**config.mk**
```make
export PLATFORM = sky130hd
export DESIGN_NAME = switching_clock_sync_control
export DESIGN_NICKNAME = d
export VERILOG_FILES = /design/src/hdl/switching_clock_sync_control.v /design/src/hdl/free_run_osc.v
export VERILOG_INCLUDE_DIRS = /design/src /design/src/hdl
export SDC_FILE = /design/constraint.sdc
export NUM_CORES = 1
export LEC_CHECK = 0
export ABC_AREA = 1
export BUFFER_PORTS_ARGS = -buffer_cell sky130_fd_sc_hd__buf_2
export CAP_MARGIN = 20
export CORE_ASPECT_RATIO = 0.6
export CORE_MARGIN = 8
export CORE_UTILIZATION = 40
export DETAILED_ROUTE_END_ITERATION = 10
export GPL_TIMING_DRIVEN = 1
export PLACE_DENSITY = 0.61
export SETUP_SLACK_MARGIN = 0.5
export SYNTH_ARGS = -nofsm -noshare
export SYNTH_HDL_FRONTEND = slang
export SYNTH_HIERARCHICAL = 1
export SYNTH_SLANG_ARGS = --single-unit
```
**constraint.sdc**
```tcl
create_clock -name clk -period 10.2 [get_ports clk]
set_clock_uncertainty 0.1 [all_clocks]
set_input_delay 2.04 -clock clk [delete_from_list [all_inputs] [get_ports clk]]
set_output_delay 2.04 -clock clk [all_outputs]
set_load 0.005 [all_outputs]
```
**src/hdl/sync_ctrl_defines.vh**
```
// Constants for the switching clock synchronisation block
`ifndef SYNC_CTRL_DEFINES_VH
`define SYNC_CTRL_DEFINES_VH

// Register offsets
`define REG_MFR_STATUS    8'h80
`define REG_MISC_CONFIG   8'hF0

// Field positions
`define STAT_CLK_LOSS_BIT 0
`define CFG_LOSS_DIS_BIT  0

// Reset values
`define CFG_RESET         8'h00
`define STAT_RESET        8'h00

// System clock
`define CLK_PERIOD_NS     8
`define CLK_FREQ_KHZ      125000

// Switching frequency range
`define FSW_MIN_KHZ       200
`define FSW_MAX_KHZ       1000
`define PERIOD_MIN_CYC    10'h07D
`define PERIOD_MAX_CYC    10'h271

// Slave fallback runs about 40 percent slow: period times 5/3
`define SLOW_NUM          13'h0005
`define SLOW_DEN          13'h0003

// Clock loss timeout, longest time, rounded down
`define LOSS_TIME_NS      10000
`define LOSS_CYC          12'h4E2

// Power-up role detection window
`define DETECT_TIME_NS    20000
`define DETECT_CYC        12'h9C4

// Edges counted after clock return
`define RESTORE_EDGES     3'h7

`endif

```
**src/hdl/switching_clock_sync_control.v**
```verilog
// Phase clock pin role detection, lock, loss detection and restart
//
// Functional notes
// - Free-running clock from 200 kHz to 1 MHz
// - Lock to external clock within twenty percent
// - Edges or high level: pin input, rising
// - Nothing seen: pin output, drive own clock
// - Output clock has equal high, low time at even period
// - Loop slave: always input, falling edges
// - Pin role fixed until power cycle
// - Force bits override; force-input wins; default clear
// - Stop switching when expected clock missing
// - Live clock loss bit at 80h
// - Clock loss raises no bus alert
// - Ten microsecond detection; slave runs slow meanwhile
// - Never-present clock keeps switching off while disable bit clear
// - Seven cycles after return, then soft-start
// - Disable bit: no flag, no stop
`timescale 1ns/1ns
`include "sync_ctrl_defines.vh"

module switching_clock_sync_control (
  // Clock and power-cycle reset
  input  wire       clk,
  input  wire       rst,
  // Phase clock pin
  input  wire       phaseClkIn,
  output wire       phaseClkOut,
  output wire       phaseClkOe,
  // Straps and stored options
  input  wire       loopSlaveStrap,
  input  wire       forceClockInput,
  input  wire       forceClockOutput,
  input  wire [9:0] freqSetResistorPeriod,
  // Register port
  input  wire [7:0] regAddr,
  input  wire       regWrEn,
  input  wire [7:0] regWrData,
  input  wire       regRdEn,
  output wire [7:0] regRdData,
  // Power stage control
  output wire       switchTick,
  output wire       switchEnable,
  output wire       softStartStart,
  output wire       clockIsInput
);

  localparam [2:0] ST_DETECT  = 3'h0;
  localparam [2:0] ST_WAIT    = 3'h1;
  localparam [2:0] ST_RESTORE = 3'h2;
  localparam [2:0] ST_RUN     = 3'h3;
  localparam [2:0] ST_FREE    = 3'h4;
  localparam [2:0] ST_OUT     = 3'h5;
  localparam [11:0] LOSS_LIM   = `LOSS_CYC;
  localparam [11:0] DETECT_LIM = `DETECT_CYC;
  localparam [9:0]  PER_MIN    = `PERIOD_MIN_CYC;
  localparam [9:0]  PER_MAX    = `PERIOD_MAX_CYC;
  localparam [2:0]  EDGES_LIM  = `RESTORE_EDGES;
  localparam [12:0] SLOW_MUL   = `SLOW_NUM;
  localparam [12:0] SLOW_DIV   = `SLOW_DEN;
  // Register address match
  function addrIs;
    input [7:0] addr;
    input [7:0] offset;
    begin
      addrIs = (addr == offset);
    end
  endfunction

  // Pin synchronisers
  reg         pinSync1_ff;
  reg         pinSync2_ff;
  reg         pinPrev_ff;
  reg         slaveSync1_ff;
  reg         slaveSync2_ff;

  // Role detection
  reg  [11:0] detCnt_ff;
  reg         edgeSeen_ff;
  reg         roleInput_ff;
  reg         loopSlave_ff;

  // Loss and restart
  reg  [2:0]  state_ff;
  reg  [2:0]  nxt_state;
  reg  [11:0] gapCnt_ff;
  reg  [2:0]  restoreCnt_ff;
  reg  [2:0]  nxt_restoreCnt;

  // Registers
  reg  [7:0]  config_ff;
  reg         faultFlag_ff;
  reg  [7:0]  regRdData_ff;
  reg  [7:0]  nxt_rdData;

  // Outputs
  reg         phaseClkOut_ff;
  reg         phaseClkOe_ff;
  reg         switchTick_ff;
  reg         nxt_tick;
  reg         switchEnable_ff;
  reg         nxt_enable;
  reg         softStart_ff;
  reg         nxt_softStart;
  reg         clockIsInput_ff;

  wire        riseEdge;
  wire        fallEdge;
  wire        anyEdge;
  wire        qualEdge;
  wire        lostNow;
  wire        lossDis;
  wire        detectEnd;
  wire        autoInput;
  wire        decideInput;
  wire [9:0]  basePeriod;
  wire [12:0] slowProd;
  wire [12:0] slowQuot;
  wire [10:0] oscPeriod;
  wire        oscSlow;
  wire        oscRestart;
  wire        oscTick;
  wire        oscLevel;
  assign riseEdge = pinSync2_ff & ~pinPrev_ff;
  assign fallEdge = ~pinSync2_ff & pinPrev_ff;
  assign anyEdge  = riseEdge | fallEdge;
  assign qualEdge = roleInput_ff & (loopSlave_ff ? fallEdge : riseEdge);
  assign lostNow  = (gapCnt_ff == LOSS_LIM);
  assign lossDis  = config_ff[`CFG_LOSS_DIS_BIT];
  assign detectEnd = (state_ff == ST_DETECT) && (detCnt_ff == DETECT_LIM);

  // Role decision at the end of the power-up window
  assign autoInput   = edgeSeen_ff | anyEdge | pinSync2_ff;
  assign decideInput = slaveSync2_ff | forceClockInput |
                       (~forceClockOutput & autoInput);

  // Oscillator period from the timing setting, clamped to range
  assign basePeriod = (freqSetResistorPeriod < PER_MIN) ? PER_MIN :
                      (freqSetResistorPeriod > PER_MAX) ? PER_MAX :
                      freqSetResistorPeriod;
  assign slowProd   = {3'h0, basePeriod} * SLOW_MUL;
  assign slowQuot   = slowProd / SLOW_DIV;
  assign oscSlow    = roleInput_ff & (state_ff == ST_RUN);
  assign oscPeriod  = oscSlow ? slowQuot[10:0] : {1'b0, basePeriod};
  assign oscRestart = qualEdge;

  free_run_osc osc (
    .clk     (clk),
    .rst     (rst),
    .period  (oscPeriod),
    .restart (oscRestart),
    .tick    (oscTick),
    .level   (oscLevel)
  );

  // Two-stage synchronisers and edge history
  always @(posedge clk) begin
    if (rst) begin
      pinSync1_ff   <= 1'b0;
      pinSync2_ff   <= 1'b0;
      pinPrev_ff    <= 1'b0;
      slaveSync1_ff <= 1'b0;
      slaveSync2_ff <= 1'b0;
    end else begin
      pinSync1_ff   <= phaseClkIn;
      pinSync2_ff   <= pinSync1_ff;
      pinPrev_ff    <= pinSync2_ff;
      slaveSync1_ff <= loopSlaveStrap;
      slaveSync2_ff <= slaveSync1_ff;
    end
  end

  // Power-up detection, role held until reset
  always @(posedge clk) begin
    if (rst) begin
      detCnt_ff    <= 12'h000;
      edgeSeen_ff  <= 1'b0;
      roleInput_ff <= 1'b0;
      loopSlave_ff <= 1'b0;
    end else if (state_ff == ST_DETECT) begin
      detCnt_ff   <= detCnt_ff + 12'h001;
      edgeSeen_ff <= edgeSeen_ff | anyEdge;
      if (detectEnd) begin
        roleInput_ff <= decideInput;
        loopSlave_ff <= slaveSync2_ff;
      end
    end
  end

  // Gap timeout, restarted by each qualifying edge
  always @(posedge clk) begin
    if (rst) begin
      gapCnt_ff <= 12'h000;
    end else if (qualEdge) begin
      gapCnt_ff <= 12'h000;
    end else if (!lostNow) begin
      gapCnt_ff <= gapCnt_ff + 12'h001;
    end
  end

  // Next state and power stage control
  always @* begin
    nxt_state      = state_ff;
    nxt_restoreCnt = restoreCnt_ff;
    nxt_tick       = 1'b0;
    nxt_enable     = 1'b0;
    nxt_softStart  = 1'b0;
    case (state_ff)
      ST_DETECT: begin
        if (detectEnd) begin
          if (decideInput) begin
            nxt_state = ST_WAIT;
          end else begin
            nxt_state     = ST_OUT;
            nxt_softStart = 1'b1;
            nxt_enable    = 1'b1;
          end
        end
      end
      ST_WAIT: begin
        if (lossDis) begin
          nxt_state = ST_FREE;
        end else if (qualEdge) begin
          nxt_state      = ST_RESTORE;
          nxt_restoreCnt = 3'h1;
        end
      end
      ST_RESTORE: begin
        if (lostNow) begin
          nxt_state = ST_WAIT;
        end else if (qualEdge) begin
          if (restoreCnt_ff == (EDGES_LIM - 3'h1)) begin
            nxt_state     = ST_RUN;
            nxt_softStart = 1'b1;
            nxt_tick      = 1'b1;
            nxt_enable    = 1'b1;
          end else begin
            nxt_restoreCnt = restoreCnt_ff + 3'h1;
          end
        end
      end
      ST_RUN: begin
        nxt_enable = 1'b1;
        nxt_tick   = qualEdge | oscTick;
        if (lostNow) begin
          if (lossDis) begin
            nxt_state = ST_FREE;
          end else begin
            nxt_state  = ST_WAIT;
            nxt_enable = 1'b0;
            nxt_tick   = 1'b0;
          end
        end
      end
      ST_FREE: begin
        nxt_enable = 1'b1;
        nxt_tick   = oscTick;
        if (qualEdge) begin
          nxt_state = ST_RUN;
          nxt_tick  = 1'b1;
        end else if (!lossDis) begin
          nxt_state  = ST_WAIT;
          nxt_enable = 1'b0;
          nxt_tick   = 1'b0;
        end
      end
      ST_OUT: begin
        nxt_enable = 1'b1;
        nxt_tick   = oscTick;
      end
      default: begin
        nxt_state = ST_DETECT;
      end
    endcase
  end

  // State and output flops
  always @(posedge clk) begin
    if (rst) begin
      state_ff        <= ST_DETECT;
      restoreCnt_ff   <= 3'h0;
      switchTick_ff   <= 1'b0;
      switchEnable_ff <= 1'b0;
      softStart_ff    <= 1'b0;
      phaseClkOut_ff  <= 1'b0;
      phaseClkOe_ff   <= 1'b0;
      clockIsInput_ff <= 1'b0;
      faultFlag_ff    <= 1'b0;
    end else begin
      state_ff        <= nxt_state;
      restoreCnt_ff   <= nxt_restoreCnt;
      switchTick_ff   <= nxt_tick;
      switchEnable_ff <= nxt_enable;
      softStart_ff    <= nxt_softStart;
      phaseClkOe_ff   <= (nxt_state == ST_OUT);
      phaseClkOut_ff  <= (nxt_state == ST_OUT) & oscLevel;
      clockIsInput_ff <= roleInput_ff;
      // Live flag, no alert is raised from it
      faultFlag_ff    <= (nxt_state == ST_WAIT) & ~lossDis;
    end
  end

  // Register write
  always @(posedge clk) begin
    if (rst) begin
      config_ff <= `CFG_RESET;
    end else if (regWrEn && addrIs(regAddr, `REG_MISC_CONFIG)) begin
      config_ff <= regWrData;
    end
  end

  // Register read
  always @* begin
    nxt_rdData = 8'h00;
    if (addrIs(regAddr, `REG_MFR_STATUS)) begin
      nxt_rdData = `STAT_RESET;
      nxt_rdData[`STAT_CLK_LOSS_BIT] = faultFlag_ff;
    end else if (addrIs(regAddr, `REG_MISC_CONFIG)) begin
      nxt_rdData = config_ff;
    end
  end
  always @(posedge clk) begin
    if (rst) begin
      regRdData_ff <= 8'h00;
    end else if (regRdEn) begin
      regRdData_ff <= nxt_rdData;
    end
  end

  assign phaseClkOut    = phaseClkOut_ff;
  assign phaseClkOe     = phaseClkOe_ff;
  assign regRdData      = regRdData_ff;
  assign switchTick     = switchTick_ff;
  assign switchEnable   = switchEnable_ff;
  assign softStartStart = softStart_ff;
  assign clockIsInput   = clockIsInput_ff;
endmodule // switching_clock_sync_control

```
**src/hdl/free_run_osc.v**
```verilog
// Free-running switching oscillator with equal high and low time for even periods
`timescale 1ns/1ns

module free_run_osc (
  // Clock and reset
  input  wire        clk,
  input  wire        rst,
  // Control
  input  wire [10:0] period,
  input  wire        restart,
  // Outputs
  output wire        tick,
  output wire        level
);

  reg  [10:0] cnt_ff;
  reg         tick_ff;
  reg         level_ff;
  wire        wrap;
  wire [10:0] halfPeriod;

  assign wrap       = (cnt_ff >= (period - 11'h001));
  assign halfPeriod = {1'b0, period[10:1]};
  assign tick       = tick_ff;
  assign level      = level_ff;

  // Period counter, realigned by restart
  always @(posedge clk) begin
    if (rst) begin
      cnt_ff   <= 11'h000;
      tick_ff  <= 1'b0;
      level_ff <= 1'b0;
    end else begin
      if (restart || wrap) begin
        cnt_ff <= 11'h000;
      end else begin
        cnt_ff <= cnt_ff + 11'h001;
      end
      tick_ff  <= wrap & ~restart;
      level_ff <= (cnt_ff < halfPeriod);
    end
  end

endmodule // free_run_osc

```
==> run summary <==
Max_cap viols: 0
Post-synth ARST share: 0%
Reg area: 1480 sq um
Avg WL per Cell: 12.3 um
Initial Utilization: 40.8%
Family with the most delay on the worst path: simple AND/OR/NAND/NOR gates
Worst-path clk slew: 0.05 ns
N_diodes: 0
Yosys top cell by area: dfxtp_1
Multi-input logic area: 3350 sq um
Psw: 389 uW
Rows: 32
Worst skew pair latency: 0.33 ns
Placed wire-length estimate: 9650 um
Die W: 163 um
Crit Path Class: in2reg
Syn Nets: 863
P_int: 742 uW
Drt first pass iters: 5
Max FO, Critical Path: 7
Worst Path Arrival: 9.11 ns
Nets: 920
Total power draw: 1.13 mW
Tightest Pin Transition: 0.734 ns
# clock sinks: 74
Post-synth EDFFs: 0
Required @ worst endpoint: 10.37 ns
Post-synthesis area per instance: 6.67 sq um
Placed cell area: 5620 sq um
Slew headroom: 50.6%
GPL Wtd Cong: 0.843
Vias in the first global route: 4402
Kind of end point of the critical path: flop
Core Box Area: 12800 sq um
Endpoints failing hold: 0
Synth area leaders: dfxtp_1, nand2_1, ha_1
TritonCTS clock tree: built
Sw Share: 34.4%
Hold crit path type: reg2reg
Vias: 4902
Root buffer cell: clkbuf_16
Filler cells: 1279
Final min period: 8.94 ns
# IOs: 48
YS warnings: 6
Die Height: 104 um
Htree depth: 3
Lkg Pwr: 2.83 nW
Port bufs: 47
Share of cells above drive strength 1: 16.9%
Initial antenna violation count: 0
ANT nets after route: 0
CTS buffer count: 9
Most frequent CP cell: nand2_1
PwrDens: 183 nW/um^2
# DRC: 0
CP Launch Type: input port
Status: completed
Fraction of post-synthesis cell area in the top cell type by area: 28.4%
Commonest non-fill, non-tap cells in the layout: nand2_1, inv_1, nor2_1
Total GRT Usage: 14.8%
Vias/cell: 4.84
Final Cell Area: 6190 sq um
Worst vdd ir: 0.117 mV
Fin crit share: 87.7%
Buffers and inverters on the worst path: 9
Final setup violation count: 0
Drt first-iter violations: 323
Final wirelength: 12400 um
Seq/Total Area, Yosys: 28.4%
Synth-to-layout area growth: 18.9%
Setup Total Neg Slack: 0 ns
Post-Synthesis Cells: 781
Most common cell after layout, fill and taps aside: nand2_1
First-pass GRT wire length: 21200 um
Synth unique cells: 41
Slowest-stage cell, CP: fa_1
Post-Syn Area: 5210 sq um
Hold-fix buffers, CTS: 0
Main synth FF type: dfxtp_1
Die area: 17100 sq um
RSZ-0062 raised after global routing: false
Longest Clk Path Bufs: 2
GRT overflow: 0
Slowest stage delay, CP: 0.40 ns
Number of max-slew violations in the final report: 0
Combinational cell fraction of total power: 37.6%
Clock power share: 36.0%
Post-synthesis register bit count: 74
Sequential share of power: 26.4%
Top achievable clock speed: 112 MHz
Largest net degree at the start of global routing: 36
[metal layers]
metal  vias up  routed length [um]  global-route usage (%)
met4         0                  46                    2.35
li1       2655                   -                       -
met5         -                   0                       0
met1      2163                7290                    23.5
met2        77                4490                    19.4
met3         7                 592                    3.40
[area by class of cell]
cell class                 instances  area share, %
clock buffer                      10           3.86
tap                              170           3.43
timing repair buffer              55           4.77
clock inverter                     5           2.42
inverter                         125           7.57
sequential                        74           23.9
multi-input combinational        573           54.0
[power groups by stage]
stage	logic, mW	registers, mW	clock network, mW
final	0.425	0.298	0.407
after global routing	0.475	0.299	0.431
after CTS	0.373	0.298	0.416
after detailed placement	0.370	0.305	0
after global placement	0.373	0.305	0
after floorplan	0.310	0.303	0
[metrics by stage]
stage	std cells	setup WS [ns]	utilization, %	hold slack, ns
floorplan	781	1.77	-	0.288
global placement	989	0.580	44.0	0.300
detailed placement	989	0.475	44.0	0.304
CTS	1004	0.797	47.0	0.312
global route	1012	0.538	48.5	0.336
finish	1012	1.26	48.5	0.308
[what timing repair did]
action,4_1_cts,5_1_grt
setup buffers,0,7
resized for setup,0,28
setup endpoints to repair,0,12
[worst paths after layout]
path,from,slack (ns),depth (start not counted),endpoint
max,freqSetResistorPeriod[9],1.26,60,osc/cnt_ff[3]
min,slaveSync1_ff,0.31,2,slaveSync2_ff
max reg2reg,state_ff[1],6.56,22,osc/cnt_ff[3]
min reg2reg,slaveSync1_ff,0.31,2,slaveSync2_ff
[logic make-up (layout without fill, tap and decap cells)]
family | after synthesis | count (layout) | synth area share [%]
simple gates | 381 | 382 | 32.8
buf+inv | 135 | 195 | 9.94
compound gates | 120 | 120 | 13.3
flops | 74 | 74 | 28.4
fa+ha+maj | 48 | 48 | 11.7
xor+xnor | 23 | 23 | 3.87
[synthesized netlist by cell type, types with 6 or more instances]
master      n
nor2_1     84
inv_1     117
ha_1       47
xor2_1     16
nand2_2     9
a21oi_1    53
nor2_2     13
clkbuf_1    8
nand2_1   170
xnor2_1     7
o21ai_2     7
dfxtp_1    74
nand3_1    44
nor4_1      6
nor3_1     25
o21ai_0    30
nand3_2     9
nand4_1    10
a31oi_1    10
[tightest hold or removal path, stage by stage, from the launching register on]
cell and delay [ns]:
dfxtp_1 0.29, inv_1 0.04, nor2_1 0.03
[sequential cells by signal, indices dropped and copies added (netlist names), 3 cells and up]
signal	cells
config_ff	8
detCnt_ff	12
gapCnt_ff	12
osc/cnt_ff	11
regRdData	8
restoreCnt_ff	3
state_ff	3
No activity file was read; power rests on OpenSTA's default activity.
